==> config.mk <==
export PLATFORM = sky130hd
export DESIGN_NAME = irq_status_command_regs
export DESIGN_NICKNAME = d
export VERILOG_FILES = /design/src/irq_status_command_regs.v /design/src/event_flag_bank.v
export VERILOG_INCLUDE_DIRS = /design/src
export SDC_FILE = /design/constraint.sdc
export NUM_CORES = 1
export LEC_CHECK = 0
export BUFFER_PORTS_ARGS = -buffer_cell sky130_fd_sc_hd__buf_4
export CAP_MARGIN = 30
export CORE_MARGIN = 8
export CORE_UTILIZATION = 49
export DETAILED_ROUTE_END_ITERATION = 8
export GPL_ROUTABILITY_DRIVEN = 0
export GPL_TIMING_DRIVEN = 0
export PLACE_DENSITY = 0.75
export SETUP_SLACK_MARGIN = 0.02
export SLEW_MARGIN = 0
export SYNTH_ARGS = -nofsm -noshare
export SYNTH_HDL_FRONTEND = slang
export SYNTH_SLANG_ARGS = --single-unit
==> constraint.sdc <==
create_clock -name mclk_in -period 2 [get_ports mclk_in]
set_input_delay 0.4 -clock mclk_in [delete_from_list [all_inputs] [get_ports mclk_in]]
set_output_delay 0.4 -clock mclk_in [all_outputs]
set_load 0.01 [all_outputs]
==> src/irq_status_consts.vh <==
`ifndef IRQ_STATUS_CONSTS_VH
`define IRQ_STATUS_CONSTS_VH

// Register addresses
`define ADDR_CALIB_LAST 8'h17
`define ADDR_FAST_PULSE_A 8'h20
`define ADDR_FAST_PULSE_B 8'h21
`define ADDR_INT_ENABLES 8'h40
`define ADDR_INT_FLAGS 8'h41
`define ADDR_INT_FLAGS_ALT 8'h42
`define ADDR_SYS_STATUS 8'h43
`define ADDR_READ_ECHO 8'h44
`define ADDR_WRITE_ECHO 8'h45
`define ADDR_SPECIAL_CMD 8'hEA

// Command data codes
`define CMD_WRITE_OPEN 8'hE5
`define CMD_WRITE_CLOSE 8'hDC
`define CMD_CHANNEL_A 8'h5A
`define CMD_CHANNEL_B 8'hA5
`define CMD_RESET 8'hFA

// Flag and enable bit positions
`define FLAG_COUNT 7
`define BIT_FREEZE 6
`define BIT_ZERO_CROSS 5
`define BIT_REACT_OVF 4
`define BIT_ACT_OVF 3
`define BIT_REACT_PULSE 2
`define BIT_ACT_PULSE 1
`define BIT_DATA_REFRESH 0
`define ALT_VIEW_BITS 6

// System status bit positions
`define STAT_WRITE_OPEN 4
`define STAT_IFACE_SEL 2
`define STAT_CMD_RESET 1
`define STAT_PIN_RESET 0

// Reset values
`define RST_INT_ENABLES 7'h00
`define RST_ECHO 32'h00000000

`endif

==> src/irq_status_command_regs.v <==
`timescale 1ns/100ps
`include "irq_status_consts.vh"
// Host-visible interrupt, status and special-command registers.
// The serial engine (SPI or UART) drives the access port on mclk_in.
module irq_status_command_regs #(
    parameter [0:0] HAS_IFACE_PIN = 1'b1 // Variant with interface pin
) (
    input wire mclk_in,
    input wire rstn_in,
    // Register access port from the serial engine
    input wire [7:0] reg_addr_in,
    input wire wr_strobe_in,
    input wire [31:0] wr_data_in,
    input wire rd_strobe_in,
    input wire [31:0] ext_rd_data_in,
    output wire [31:0] rd_data_out,
    // Events from the metering datapath, one-cycle pulses
    input wire freeze_event_in,
    input wire zero_cross_event_in,
    input wire reactive_overflow_event_in,
    input wire active_overflow_event_in,
    input wire reactive_energy_pulse_in,
    input wire active_energy_pulse_in,
    input wire data_refresh_event_in,
    // Interface select pin, asynchronous
    input wire iface_select_pin_in,
    // Device-level outputs
    output wire irq_n_out,
    output wire write_open_out,
    output wire chan_b_sel_out,
    output wire soft_reset_out,
    output wire prot_wr_strobe_out,
    output wire [7:0] prot_wr_addr_out,
    output wire [31:0] prot_wr_data_out
);

    // Stored state
    reg [`FLAG_COUNT-1:0] int_enables_reg; // Interrupt enable bits
    reg protected_write_open_reg;          // Write protection open
    reg current_channel_select_reg;        // 0 channel A, 1 channel B
    reg command_reset_flag_reg;            // Command reset seen
    reg pin_reset_flag_reg;                // Pin or power-on reset seen
    reg [31:0] last_read_echo_reg;         // Data of last read
    reg [31:0] last_write_echo_reg;        // Data of last write
    reg [31:0] rd_data_reg;                // Registered read answer
    reg irq_n_reg;                         // Interrupt output, low active
    reg soft_reset_reg;                    // Reset pulse to the device
    reg prot_wr_strobe_reg;                // Accepted protected write
    reg [7:0] prot_wr_addr_reg;            // Its address
    reg [31:0] prot_wr_data_reg;           // Its data
    reg iface_sync1_reg;                   // Synchroniser first stage
    reg iface_sync2_reg;                   // Synchroniser second stage

    // Combinational read selection
    reg [31:0] rd_mux;

    // Flag bank wiring
    wire [`FLAG_COUNT-1:0] event_vec;
    wire [`FLAG_COUNT-1:0] flags;

    // Bundle events by flag bit position
    assign event_vec[`BIT_FREEZE] = freeze_event_in;
    assign event_vec[`BIT_ZERO_CROSS] = zero_cross_event_in;
    assign event_vec[`BIT_REACT_OVF] = reactive_overflow_event_in;
    assign event_vec[`BIT_ACT_OVF] = active_overflow_event_in;
    assign event_vec[`BIT_REACT_PULSE] = reactive_energy_pulse_in;
    assign event_vec[`BIT_ACT_PULSE] = active_energy_pulse_in;
    assign event_vec[`BIT_DATA_REFRESH] = data_refresh_event_in;

    // Command decode; only low byte of the data matters
    wire wr_cmd;
    wire [7:0] cmd_code;
    wire cmd_open;
    wire cmd_close;
    wire cmd_chan_a;
    wire cmd_chan_b;
    wire cmd_reset;

    assign wr_cmd = wr_strobe_in && (reg_addr_in == `ADDR_SPECIAL_CMD);
    assign cmd_code = wr_data_in[7:0];
    // Open and close work whatever the current state
    assign cmd_open = wr_cmd && (cmd_code == `CMD_WRITE_OPEN);
    assign cmd_close = wr_cmd && (cmd_code == `CMD_WRITE_CLOSE);
    // The remaining commands need protection open
    assign cmd_chan_a = wr_cmd && protected_write_open_reg &&
                        (cmd_code == `CMD_CHANNEL_A);
    assign cmd_chan_b = wr_cmd && protected_write_open_reg &&
                        (cmd_code == `CMD_CHANNEL_B);
    assign cmd_reset = wr_cmd && protected_write_open_reg &&
                       (cmd_code == `CMD_RESET);
    // Any other code matches none of the terms and so does nothing

    // Address decode of protected registers
    wire prot_addr;
    wire prot_wr_ok;
    wire ie_wr;

    assign prot_addr = (reg_addr_in <= `ADDR_CALIB_LAST) ||
                       (reg_addr_in == `ADDR_FAST_PULSE_A) ||
                       (reg_addr_in == `ADDR_FAST_PULSE_B) ||
                       (reg_addr_in == `ADDR_INT_ENABLES);
    // Writes to protected addresses pass only while open
    assign prot_wr_ok = wr_strobe_in && prot_addr &&
                        protected_write_open_reg;
    assign ie_wr = prot_wr_ok && (reg_addr_in == `ADDR_INT_ENABLES);

    // Reads that clear flags as a side effect
    wire rd_flags;
    wire rd_status;

    // Either flag view clears the whole bank
    assign rd_flags = rd_strobe_in &&
                      ((reg_addr_in == `ADDR_INT_FLAGS) ||
                       (reg_addr_in == `ADDR_INT_FLAGS_ALT));
    assign rd_status = rd_strobe_in && (reg_addr_in == `ADDR_SYS_STATUS);

    // Interface bit; the variant without the pin reads zero
    wire iface_bit;
    assign iface_bit = HAS_IFACE_PIN ? iface_sync2_reg : 1'b0;

    // Sticky flag storage
    event_flag_bank #(
        .WIDTH(`FLAG_COUNT)
    ) u_flags (
        .mclk_in(mclk_in),
        .rstn_in(rstn_in),
        .event_in(event_vec),
        .clear_in(rd_flags),
        .flush_in(cmd_reset),
        .flags_out(flags)
    );

    // Read multiplexer; unknown addresses come from the other banks
    always @* begin
        rd_mux = ext_rd_data_in;
        case (reg_addr_in)
            `ADDR_INT_ENABLES: begin
                // Bit 7 is reserved and reads zero
                rd_mux = {25'h0000000, int_enables_reg};
            end
            `ADDR_INT_FLAGS: begin
                rd_mux = {25'h0000000, flags};
            end
            `ADDR_INT_FLAGS_ALT: begin
                // Freeze bit is not shown in this view
                rd_mux = {26'h0000000, flags[`ALT_VIEW_BITS-1:0]};
            end
            `ADDR_SYS_STATUS: begin
                rd_mux = 32'h00000000;
                rd_mux[`STAT_WRITE_OPEN] = protected_write_open_reg;
                rd_mux[`STAT_IFACE_SEL] = iface_bit;
                rd_mux[`STAT_CMD_RESET] = command_reset_flag_reg;
                rd_mux[`STAT_PIN_RESET] = pin_reset_flag_reg;
            end
            `ADDR_READ_ECHO: begin
                rd_mux = last_read_echo_reg;
            end
            `ADDR_WRITE_ECHO: begin
                rd_mux = last_write_echo_reg;
            end
            `ADDR_SPECIAL_CMD: begin
                // Write-only; reads give zero
                rd_mux = 32'h00000000;
            end
            default: begin
                rd_mux = ext_rd_data_in;
            end
        endcase
    end

    // Two-stage synchroniser for the interface select pin
    always @(posedge mclk_in or negedge rstn_in) begin
        if (!rstn_in) begin
            iface_sync1_reg <= 1'b0;
            iface_sync2_reg <= 1'b0;
        end else begin
            iface_sync1_reg <= iface_select_pin_in;
            iface_sync2_reg <= iface_sync1_reg;
        end
    end

    // Write protection state
    always @(posedge mclk_in or negedge rstn_in) begin
        if (!rstn_in) begin
            protected_write_open_reg <= 1'b0;
        end else if (cmd_reset) begin
            // A command reset closes protection like the pin does
            protected_write_open_reg <= 1'b0;
        end else if (cmd_open) begin
            protected_write_open_reg <= 1'b1;
        end else if (cmd_close) begin
            protected_write_open_reg <= 1'b0;
        end
    end

    // Interrupt enables and channel selection
    always @(posedge mclk_in or negedge rstn_in) begin
        if (!rstn_in) begin
            int_enables_reg <= `RST_INT_ENABLES;
            current_channel_select_reg <= 1'b0;
        end else if (cmd_reset) begin
            int_enables_reg <= `RST_INT_ENABLES;
            current_channel_select_reg <= 1'b0;
        end else begin
            if (ie_wr) begin
                int_enables_reg <= wr_data_in[`FLAG_COUNT-1:0];
            end
            if (cmd_chan_a) begin
                current_channel_select_reg <= 1'b0;
            end else if (cmd_chan_b) begin
                current_channel_select_reg <= 1'b1;
            end
        end
    end

    // Reset cause flags; setting wins over the clearing read
    always @(posedge mclk_in or negedge rstn_in) begin
        if (!rstn_in) begin
            // Pin reset flag stands at one once the reset ends
            pin_reset_flag_reg <= 1'b1;
            command_reset_flag_reg <= 1'b0;
        end else begin
            if (rd_status) begin
                pin_reset_flag_reg <= 1'b0;
            end
            if (cmd_reset) begin
                command_reset_flag_reg <= 1'b1;
            end else if (rd_status) begin
                command_reset_flag_reg <= 1'b0;
            end
        end
    end

    // Echo registers for host transfer checks
    always @(posedge mclk_in or negedge rstn_in) begin
        if (!rstn_in) begin
            last_read_echo_reg <= `RST_ECHO;
            last_write_echo_reg <= `RST_ECHO;
        end else if (cmd_reset) begin
            last_read_echo_reg <= `RST_ECHO;
            last_write_echo_reg <= `RST_ECHO;
        end else begin
            // Reading the echo itself returns and keeps the old copy
            if (rd_strobe_in) begin
                last_read_echo_reg <= rd_mux;
            end
            // Every write is kept, blocked ones too, except the command reset write, which loads the reset value
            if (wr_strobe_in) begin
                last_write_echo_reg <= wr_data_in;
            end
        end
    end

    // Registered read answer, one cycle after the strobe
    always @(posedge mclk_in or negedge rstn_in) begin
        if (!rstn_in) begin
            rd_data_reg <= 32'h00000000;
        end else if (rd_strobe_in) begin
            rd_data_reg <= rd_mux;
        end
    end

    // Interrupt output follows the enabled flags; the enables never
    // touch the flags themselves
    always @(posedge mclk_in or negedge rstn_in) begin
        if (!rstn_in) begin
            irq_n_reg <= 1'b1;
        end else begin
            irq_n_reg <= ~(|(flags & int_enables_reg));
        end
    end

    // Reset pulse for the rest of the device, one cycle long
    always @(posedge mclk_in or negedge rstn_in) begin
        if (!rstn_in) begin
            soft_reset_reg <= 1'b0;
        end else begin
            soft_reset_reg <= cmd_reset;
        end
    end

    // Accepted writes to calibration, fast-pulse and enable registers,
    // handed on so the other banks need no protection logic of their own
    always @(posedge mclk_in or negedge rstn_in) begin
        if (!rstn_in) begin
            prot_wr_strobe_reg <= 1'b0;
            prot_wr_addr_reg <= 8'h00;
            prot_wr_data_reg <= 32'h00000000;
        end else begin
            prot_wr_strobe_reg <= prot_wr_ok;
            if (prot_wr_ok) begin
                prot_wr_addr_reg <= reg_addr_in;
                prot_wr_data_reg <= wr_data_in;
            end
        end
    end

    // Outputs straight from flip-flops
    assign rd_data_out = rd_data_reg;
    assign irq_n_out = irq_n_reg;
    assign write_open_out = protected_write_open_reg;
    assign chan_b_sel_out = current_channel_select_reg;
    assign soft_reset_out = soft_reset_reg;
    assign prot_wr_strobe_out = prot_wr_strobe_reg;
    assign prot_wr_addr_out = prot_wr_addr_reg;
    assign prot_wr_data_out = prot_wr_data_reg;

endmodule // irq_status_command_regs

==> src/event_flag_bank.v <==
`timescale 1ns/100ps
// Sticky event flags, one flip-flop per event
module event_flag_bank #(
    parameter WIDTH = 7
) (
    input wire mclk_in,
    input wire rstn_in,
    input wire [WIDTH-1:0] event_in,  // One-cycle event strobes
    input wire clear_in,              // Host read clears every flag
    input wire flush_in,              // Command reset empties the bank
    output wire [WIDTH-1:0] flags_out // Current flag state
);

    reg [WIDTH-1:0] flag_reg; // Sticky flags

    genvar i;
    generate
        for (i = 0; i < WIDTH; i = i + 1) begin : g_flag
            // Set wins over the read clear so no event is lost
            always @(posedge mclk_in or negedge rstn_in) begin
                if (!rstn_in) begin
                    flag_reg[i] <= 1'b0;
                end else if (flush_in) begin
                    flag_reg[i] <= 1'b0;
                end else if (event_in[i]) begin
                    flag_reg[i] <= 1'b1;
                end else if (clear_in) begin
                    flag_reg[i] <= 1'b0;
                end
            end
        end
    endgenerate

    assign flags_out = flag_reg;

endmodule // event_flag_bank

; Word level (Yosys, flattened, before mapping)
; Index checks and enable logic that the tools add are counted.
[word_totals]
regBits = 159
inputBits = 84
wordCells = 99
[classes]
n_lt_le_gt_ge = 1
eq_ne = 14
n_mux = 30
bitwise = 2
n_reduce_logical = 30
[ops]
columns = op, count
row1 = $pmux W32 S7, 1
row2 = $mux W32, 4
row3 = $eq A8 B7 Y1 const B, 7
row4 = $eq A8 B8 Y1 const B, 5
row5 = $reduce_bool A3 Y1, 9
row6 = $mux W1, 23
row7 = $eq A8 B6 Y1 const B, 2
row8 = $mux W7, 2
row9 = $logic_and A1 B1 Y1, 12
row10 = $le A8 B5 Y1 const B, 1
row11 = $reduce_bool A2 Y1, 4
row12 = $and A7 B7 Y7, 1
row13 = $reduce_or A7 Y1, 1
row14 = $logic_or A1 B1 Y1, 4
row15 = $not A1 Y1, 1

; Longest topological paths before layout
; Gate-level depths: netlist of run 1.
[logic_depth]
depth_word = 9
mapped_depth = 7
ltp_nobuf = 4

; By module
; From an unflattened synthesis of run 1, not the netlist that was laid out.
[hier_totals]
hier_cells = 685
hier_area_um2 = 7200.7
[modules_own_cells]
columns = module, instances, cells_each, area_per_inst_um2, seq_area_each_um2
row1 = irq_status_command_regs, 1, 657, 6920.4, 3806.2
row2 = event_flag_bank, 1, 28, 280.3, 175.2

; Worst setup path after synthesis of run 1
; OpenSTA, ideal clock, no wires.
[synth_timing]
kind = input to register
from = in reg_addr_in[5]
to = reg prot_wr_data_reg[0], in the netlist prot_wr_data_out[0]
setup_time_ns = 0.125
arrival_time_ns = 2.308
required_time_ns = 1.875
setup_slack_ns = -0.433
stages = 7
cell_sequence = or4b_1 buf_2 or4_4 buf_6 o41ai_4 buf_12 mux2_4
[synth_via]
elab_chain_cells = 6
[synth_rtl]
columns = element, line
row1 = start: declaration, irq_status_command_regs.v:11  ; input wire [7:0] reg_addr_in,
row2 = $le A8 B5 Y1 (no source line) / $eq A8 B6 Y1 (equally long branches), n/a
row3 = $logic_or A1 B1 Y1 (2 in a row), irq_status_command_regs.v:98  ; assign prot_addr = (reg_addr_in <= `ADDR_CALIB_LAST) ||
row4 = $logic_or A1 B1 Y1 (*), irq_status_command_regs.v:98
row5 = $logic_and A1 B1 Y1 (*) (2 in a row), irq_status_command_regs.v:103  ; assign prot_wr_ok = wr_strobe_in && prot_addr &&
row6 = end signal: assignment, irq_status_command_regs.v:293  ; prot_wr_data_reg <= wr_data_in;
row7 = end: declaration, irq_status_command_regs.v:50  ; reg [31:0] prot_wr_data_reg;
; Every way passes the cells marked *; elsewhere a longest branch is shown, timed or not.
; A chain may end at the register's enable or synchronous reset.

; Worst setup path after layout of run 1
[layout_timing]
from = in reg_addr_in[3]
to = reg last_read_echo_reg[17]
[layout_via]
elab_chain_cells = 5
[layout_rtl]
columns = element, line
row1 = branches (longest 5 deep; another with $pmux W32 S7), n/a
row2 = end signal: assignment, irq_status_command_regs.v:237  ; last_read_echo_reg <= `RST_ECHO;
row3 = end signal: assignment, irq_status_command_regs.v:240  ; last_read_echo_reg <= `RST_ECHO;
row4 = end signal: assignment, irq_status_command_regs.v:245  ; last_read_echo_reg <= rd_mux;
row5 = end: declaration, irq_status_command_regs.v:43  ; reg [31:0] last_read_echo_reg;
; Parallel ways; which one is timed is not known. The select of a mux whose other input is x is not followed.

==> results.sh, run 1 <==
export IMPL_status="finished, final reports clean"
export IMPL_hold_violations=0
export IMPL_finalSetupViolCount=0
export IMPL_n_antenna_cell=0
export IMPL_wirelength_mm=23.18
export IMPL_rrSetupSlack_ns=0.09
export IMPL_min_period_ns=1.962
export IMPL_clockBufferDepth=2
export IMPL_post_drt_wl_per_cell_um=21.63
export IMPL_max_vdd_ir_drop_mv=0.6040
export IMPL_final_nets=955
export IMPL_min_from="iface_select_pin_in"
export IMPL_finalCritPeriodShare_pct=98.08
export IMPL_core_area_um2=14920
export IMPL_io_buffers=157
export IMPL_ys_flop_type="dfrtp_1"
export IMPL_die_x_um=138.6
export IMPL_yosysTopAreaCellShare_pct=53.34
export IMPL_cts_made_buffers=17
export IMPL_num_io_pins=161
export IMPL_ys_top_cells_by_count="157 x dfrtp_1, 75 x nand2_1, 52 x a21oi_1"
export IMPL_vias_per_cell=6.008
export IMPL_htreeDepth=4
export IMPL_path_clk_slew_ns=0.06
export IMPL_route_detailed_drc=0
export IMPL_critPathMaxFanout=10
export IMPL_fin_skew_ns=0.005551
export IMPL_setup_slack_ns=0.03834
export IMPL_r2r_end="prot_wr_data_out[31]"
export IMPL_tightestPinTransition_ns=0.8675
export IMPL_arrival_ns=2.27
export IMPL_finalMaxSlewViolations=0
export IMPL_synth_largest_area_cell="dfrtp_1"
export IMPL_clk_latency_ns=0.43
export IMPL_rsz0062_at_grt="false"
export IMPL_synth_edff_count=0
export IMPL_synthArstFlopShare_pct=100.0
export IMPL_gr_total_overflow=0
export IMPL_dr_pass1_iters=6
export IMPL_grt_max_degree=90
export IMPL_leakage_nw=4.618
export IMPL_syn_area_um2=7366
export IMPL_antenna_found_initial=0
export IMPL_synth_cells=680
export IMPL_yosys_top_cells_area="dfrtp_1 53%, mux2_4 7.5%, mux2i_1 4.8%, nand2_1 3.8%, a21oi_1 3.5%"
export IMPL_start_kind="input pin"
export IMPL_std_cell_rows=45
export IMPL_holdPathEnd="iface_sync1_reg"
export IMPL_place_ws_ns=-0.8570
export IMPL_antenna_left=0
export IMPL_rr_worst_depth=6
export IMPL_critPathCaptureType="register"
export IMPL_ys_ff_latch=159
export IMPL_seq_area_um2=3983
export IMPL_multi_input_area_um2=3182
export IMPL_dp_hpwl_mm=16.35
export IMPL_dieHeight_um=138.6
export IMPL_yosysUniqueCellTypes=47
export IMPL_cts_sinks=159
export IMPL_synth_nets=764
export IMPL_synth_most_common_cell="dfrtp_1"
export IMPL_reg2reg_from="write_open_out"
export IMPL_max_cap_viol_count=0
export IMPL_p_per_area_nw_per_um2=772.3
export IMPL_drt_iter0_markers=749
export IMPL_start_util_pct=49.37
export IMPL_vias=6441
export IMPL_grt_use_total_pct=23.79
export IMPL_yosysSeqAreaShare_pct=54.05
export IMPL_max_freq_mhz=509.8
export IMPL_hp_class="in -> reg"
export IMPL_relSlewSlack_pct=42.17
export IMPL_fillCellCount=1116
export IMPL_utilization_pct=66.85
export IMPL_areaGrowthSynthToFinish_pct=35.42
export IMPL_dieArea_um2=19210
export IMPL_cts_tree="done"
export IMPL_ys_warn_count=0
export IMPL_cts_root_buffer="clkbuf_16"
export IMPL_layout_drive_gt1_share_pct=37.22
export IMPL_synth_avg_cell_area_um2=10.83
export IMPL_required_ns=2.31
export IMPL_grt_pass1_vias=6637
export IMPL_grt_pass1_wl_mm=36.28
export IMPL_holdPathStages=1
export IMPL_criticalPathCategory="in -> reg"
-- per-layer routing --
layer / up-vias / wire length [um] / GRT usage, %
li1: 2831 / - / -
met1: 3190 / 9510 / 29.95
met2: 359 / 10960 / 36.74
met3: 61 / 1920 / 6.678
met4: 0 / 793 / 12.24
met5: - / 0 / 0
-- cells by family (layout without fill, tap and decap cells) --
kind of cell,after synthesis,in the layout,synth area share [%]
xor gates and xnor gates,1,1,0.1189
DFF,159,159,54.05
AOI/OAI and AO/OA,161,161,14.03
and+or+nand+nor,171,171,11.26
buffers and inverters,106,310,6.557
muxes,82,82,13.98
-- where the power goes --
part           internal, W  switching (W)  total, W
clock network      0.00193        0.00132   0.00325
logic             0.000418       0.000516  0.000933
registers          0.00340       0.000117   0.00352
-- metrics by stage --
| stage | total power (W) | hold WS (ns) | TNS (ns) | cell area, um^2 | std cells |
|---|---|---|---|---|---|
| final | 0.007703 | 0.07709 | 0 | 9975 | 1072 |
| after global routing | 0.007970 | 0.05988 | 0 | 9975 | 1072 |
| after CTS | 0.007709 | 0.06089 | -0.1091 | 9933 | 1068 |
| after detailed placement | 0.004486 | 0.3388 | -88.90 | 9215 | 1027 |
| after global placement | 0.004438 | 0.3424 | -114.87 | 9173 | 1025 |
| after floorplan | 0.003998 | 0.1044 | -15.55 | 7759 | 680 |
-- worst max-delay path by stage --
stage,from,endpoint,cells after the start
global route,reg_addr_in[3],last_read_echo_reg[18],9
detailed placement,wr_strobe_in,prot_wr_addr_out[4],5
global placement,wr_strobe_in,prot_wr_addr_out[5],5
CTS,reg_addr_in[7],prot_wr_data_out[12],8
finish,reg_addr_in[3],last_read_echo_reg[17],9
floorplan,reg_addr_in[5],prot_wr_data_out[0],7
-- layout make-up --
type	count	share of cell area, %
sequential	159	39.93
inverter	49	1.844
buffer	54	4.064
multi-input combinational	415	31.90
timing repair buffer	175	14.04
tap	188	2.358
clock buffer	22	4.754
clock inverter	10	1.116
-- layout by cell type, fill, tap and decap left out, types with 12 or more instances in the layout --
| master | netlist | final |
|---|---|---|
| o21ai_1 | 0 | 13 |
| a22oi_1 | 12 | 12 |
| nor2_1 | 26 | 26 |
| inv_1 | 48 | 48 |
| a41oi_2 | 0 | 13 |
| nor4_1 | 22 | 21 |
| clkbuf_1 | 37 | 25 |
| nand4_1 | 13 | 13 |
| a21oi_1 | 52 | 32 |
| dfrtp_1 | 157 | 156 |
| clkbuf_16 | 0 | 19 |
| mux2_4 | 37 | 37 |
| o22ai_1 | 31 | 31 |
| mux2i_1 | 35 | 35 |
| nand2_1 | 75 | 74 |
| buf_4 | 0 | 170 |
| a21oi_2 | 0 | 20 |
-- repair_timing --
item,4_1_cts,5_1_grt
hold endpoints to repair,3,0
gates cloned,1,0
hold buffers,1,0
pin swaps,4,1
setup endpoints to repair,126,68
resized for setup,11,10
setup buffers,9,5
-- worst max-delay path: stages --
cell and delay [ns]:
buf_4 0.09, clkbuf_2 0.25, nand4_1 0.19, or4_4 0.49, nor4_4 0.27, buf_4 0.22, buf_8 0.17, buf_12 0.15
a21oi_2 0.04
(Power assumes the default switching activity.)
==> inputs of run 2 (changes only) <==
--- a/config.mk
+++ b/config.mk
@@ -9,11 +9,11 @@
 export BUFFER_PORTS_ARGS = -buffer_cell sky130_fd_sc_hd__buf_4
 export CAP_MARGIN = 30
 export CORE_MARGIN = 8
-export CORE_UTILIZATION = 49
+export CORE_UTILIZATION = 40
 export DETAILED_ROUTE_END_ITERATION = 8
 export GPL_ROUTABILITY_DRIVEN = 0
 export GPL_TIMING_DRIVEN = 0
-export PLACE_DENSITY = 0.75
+export PLACE_DENSITY = 0.63
 export SETUP_SLACK_MARGIN = 0.02
 export SLEW_MARGIN = 0
 export SYNTH_ARGS = -nofsm -noshare
==> run 2 against run 1 <==
Compared with the run above:
- the flow now finishes with violations (negative hold slack)
- clock power grew 6%
- critical path depth shrank 1
- via count is 4.6% lower
- combinational power barely moved
- worst setup slack lost 0.027 ns
- highest routed layer unchanged
==> results.sh, run 2 (same netlist as run 1, synthesis figures left out) <==
export IMPL_tightestPinTransition_ns=0.8800
export IMPL_hp_class="in -> async"
export IMPL_whs_ns=-0.01687
export IMPL_htreeDepth=4
export IMPL_min_period_ns=1.988
export IMPL_status="finished with violations"
export IMPL_antenna_found_initial=0
export IMPL_wirelength_mm=23.83
export IMPL_start_util_pct=40.86
export IMPL_totalPowerFinal_w=0.007889
export IMPL_final_cell_mix="167 x buf_4, 156 x dfrtp_1, 74 x nand2_1, 48 x inv_1, 37 x mux2_4"
export IMPL_final_nets=953
export IMPL_dr_pass1_iters=7
export IMPL_criticalPathCategory="in -> reg"
export IMPL_max_freq_mhz=502.9
export IMPL_dieHeight_um=151.7
export IMPL_rrSetupSlack_ns=0.08
export IMPL_critPathMaxFanout=5
export IMPL_num_io_pins=161
export IMPL_finalCritPeriodShare_pct=99.42
export IMPL_dp_hpwl_mm=17.17
export IMPL_reg2reg_from="write_open_out"
export IMPL_ctsHoldBuffers=0
export IMPL_rr_worst_depth=7
export IMPL_cts_tree="done"
export IMPL_grt_use_met2_pct=34.12
export IMPL_cts_made_buffers=17
export IMPL_max_cap_viol_count=0
export IMPL_route_detailed_drc=0
export IMPL_cts_sinks=159
export IMPL_areaGrowthSynthToFinish_pct=36.52
export IMPL_final_common_cell="buf_4"
export IMPL_max_vdd_ir_drop_mv=0.6058
export IMPL_vias=6147
export IMPL_leakage_nw=4.620
export IMPL_cts_root_buffer="clkbuf_16"
export IMPL_antenna_left=0
export IMPL_post_drt_wl_per_cell_um=21.47
export IMPL_hold_violations=20
export IMPL_grt_use_total_pct=21.13
export IMPL_drt_iter0_markers=484
export IMPL_grt_pass1_vias=6645
export IMPL_core_area_um2=18020
export IMPL_grtUsageMet3_pct=5.079
export IMPL_gr_total_overflow=0
export IMPL_r2r_end="prot_wr_data_out[20]"
export IMPL_finalMaxSlewViolations=0
export IMPL_required_ns=2.31
export IMPL_start_kind="input pin"
export IMPL_dieArea_um2=23010
export IMPL_busiest_layer="met2"
export IMPL_clk_latency_ns=0.43
export IMPL_arrival_ns=2.30
export IMPL_grtUsageMet1_pct=27.12
export IMPL_fin_skew_ns=0.009534
export IMPL_finalSetupViolCount=0
export IMPL_violations="negative hold slack"
export IMPL_rsz0062_at_grt="true"
export IMPL_vias_per_cell=5.538
export IMPL_place_ws_ns=-0.8527
export IMPL_setup_slack_ns=0.01153
export IMPL_layout_drive_gt1_share_pct=37.27
export IMPL_grt_max_degree=89
export IMPL_die_x_um=151.7
export IMPL_clockBufferDepth=2
export IMPL_io_buffers=157
export IMPL_critPathCaptureType="register"
export IMPL_grt_pass1_wl_mm=37.23
export IMPL_path_clk_slew_ns=0.06
export IMPL_std_cell_rows=49
export IMPL_relSlewSlack_pct=41.33
export IMPL_p_per_area_nw_per_um2=784.6
-- run 2: how the worst max path moves through the flow --
stage | slack, ns | to | from | depth (start not counted)
after global routing | -0.03 | prot_wr_data_out[23] | reg_addr_in[7] | 8
after floorplan | -0.36 | prot_wr_data_out[0] | reg_addr_in[5] | 7
after global placement | -0.86 | prot_wr_addr_out[5] | wr_strobe_in | 5
final | 0.01 | prot_wr_data_out[20] | reg_addr_in[7] | 8
after CTS | -0.06 | prot_wr_data_out[25] | reg_addr_in[7] | 9
after detailed placement | -0.85 | prot_wr_data_out[3] | wr_strobe_in | 5
-- run 2: stage by stage --
stage | instances | TNS [ns] | hold slack, ns | instance area [um^2] | util [%]
final | 1110 | 0 | -0.01687 | 10060 | 55.79
after global routing | 1109 | -0.1610 | 0.04141 | 10050 | 55.78
after CTS | 1110 | -0.7302 | 0.01427 | 10050 | 55.74
after detailed placement | 1068 | -89.14 | 0.3373 | 9260 | 51.37
after global placement | 1066 | -128.40 | 0.3427 | 9224 | 51.17
after floorplan | 680 | -15.55 | 0.1044 | 7759 | -
-- run 2: metal layers --
layer,vias up,routed length [um]
li1,2820,-
met4,0,455
met1,3065,10350
met5,-,0
met2,230,11460
met3,32,1561
-- run 2: repair_timing --
action	CTS	global route
gates cloned	1	1
gates resized for setup	14	8
endpoints found under the setup margin	127	61
pin swaps	3	2
setup buffers	13	1
hold endpoints to repair	0	0
-- run 2: layout make-up --
type	count	area [um^2]
flip-flops and latches	159	3983
fillers	1575	7969
repair buffers	174	1410
multi-input cells	415	3202
diodes	1	2.502
inverters	49	183.9
clock inverters	10	162.7
plain buffers	53	379.1
clock buffers	20	446.7
well taps	229	286.5
-- run 2: where the power goes --
group | internal [W] | total [W] | switching (W)
registers | 0.00340 | 0.00352 | 0.000113
clock network | 0.00211 | 0.00344 | 0.00133
logic | 0.000418 | 0.000934 | 0.000516
-- run 2: worst max-delay path, stage by stage --
cell	delay, ns
buf_8	0.09
or4b_4	0.53
or4_4	0.45
o41ai_4	0.08
buf_12	0.19
buf_12	0.12
clkbuf_16	0.14
mux2_4	0.29
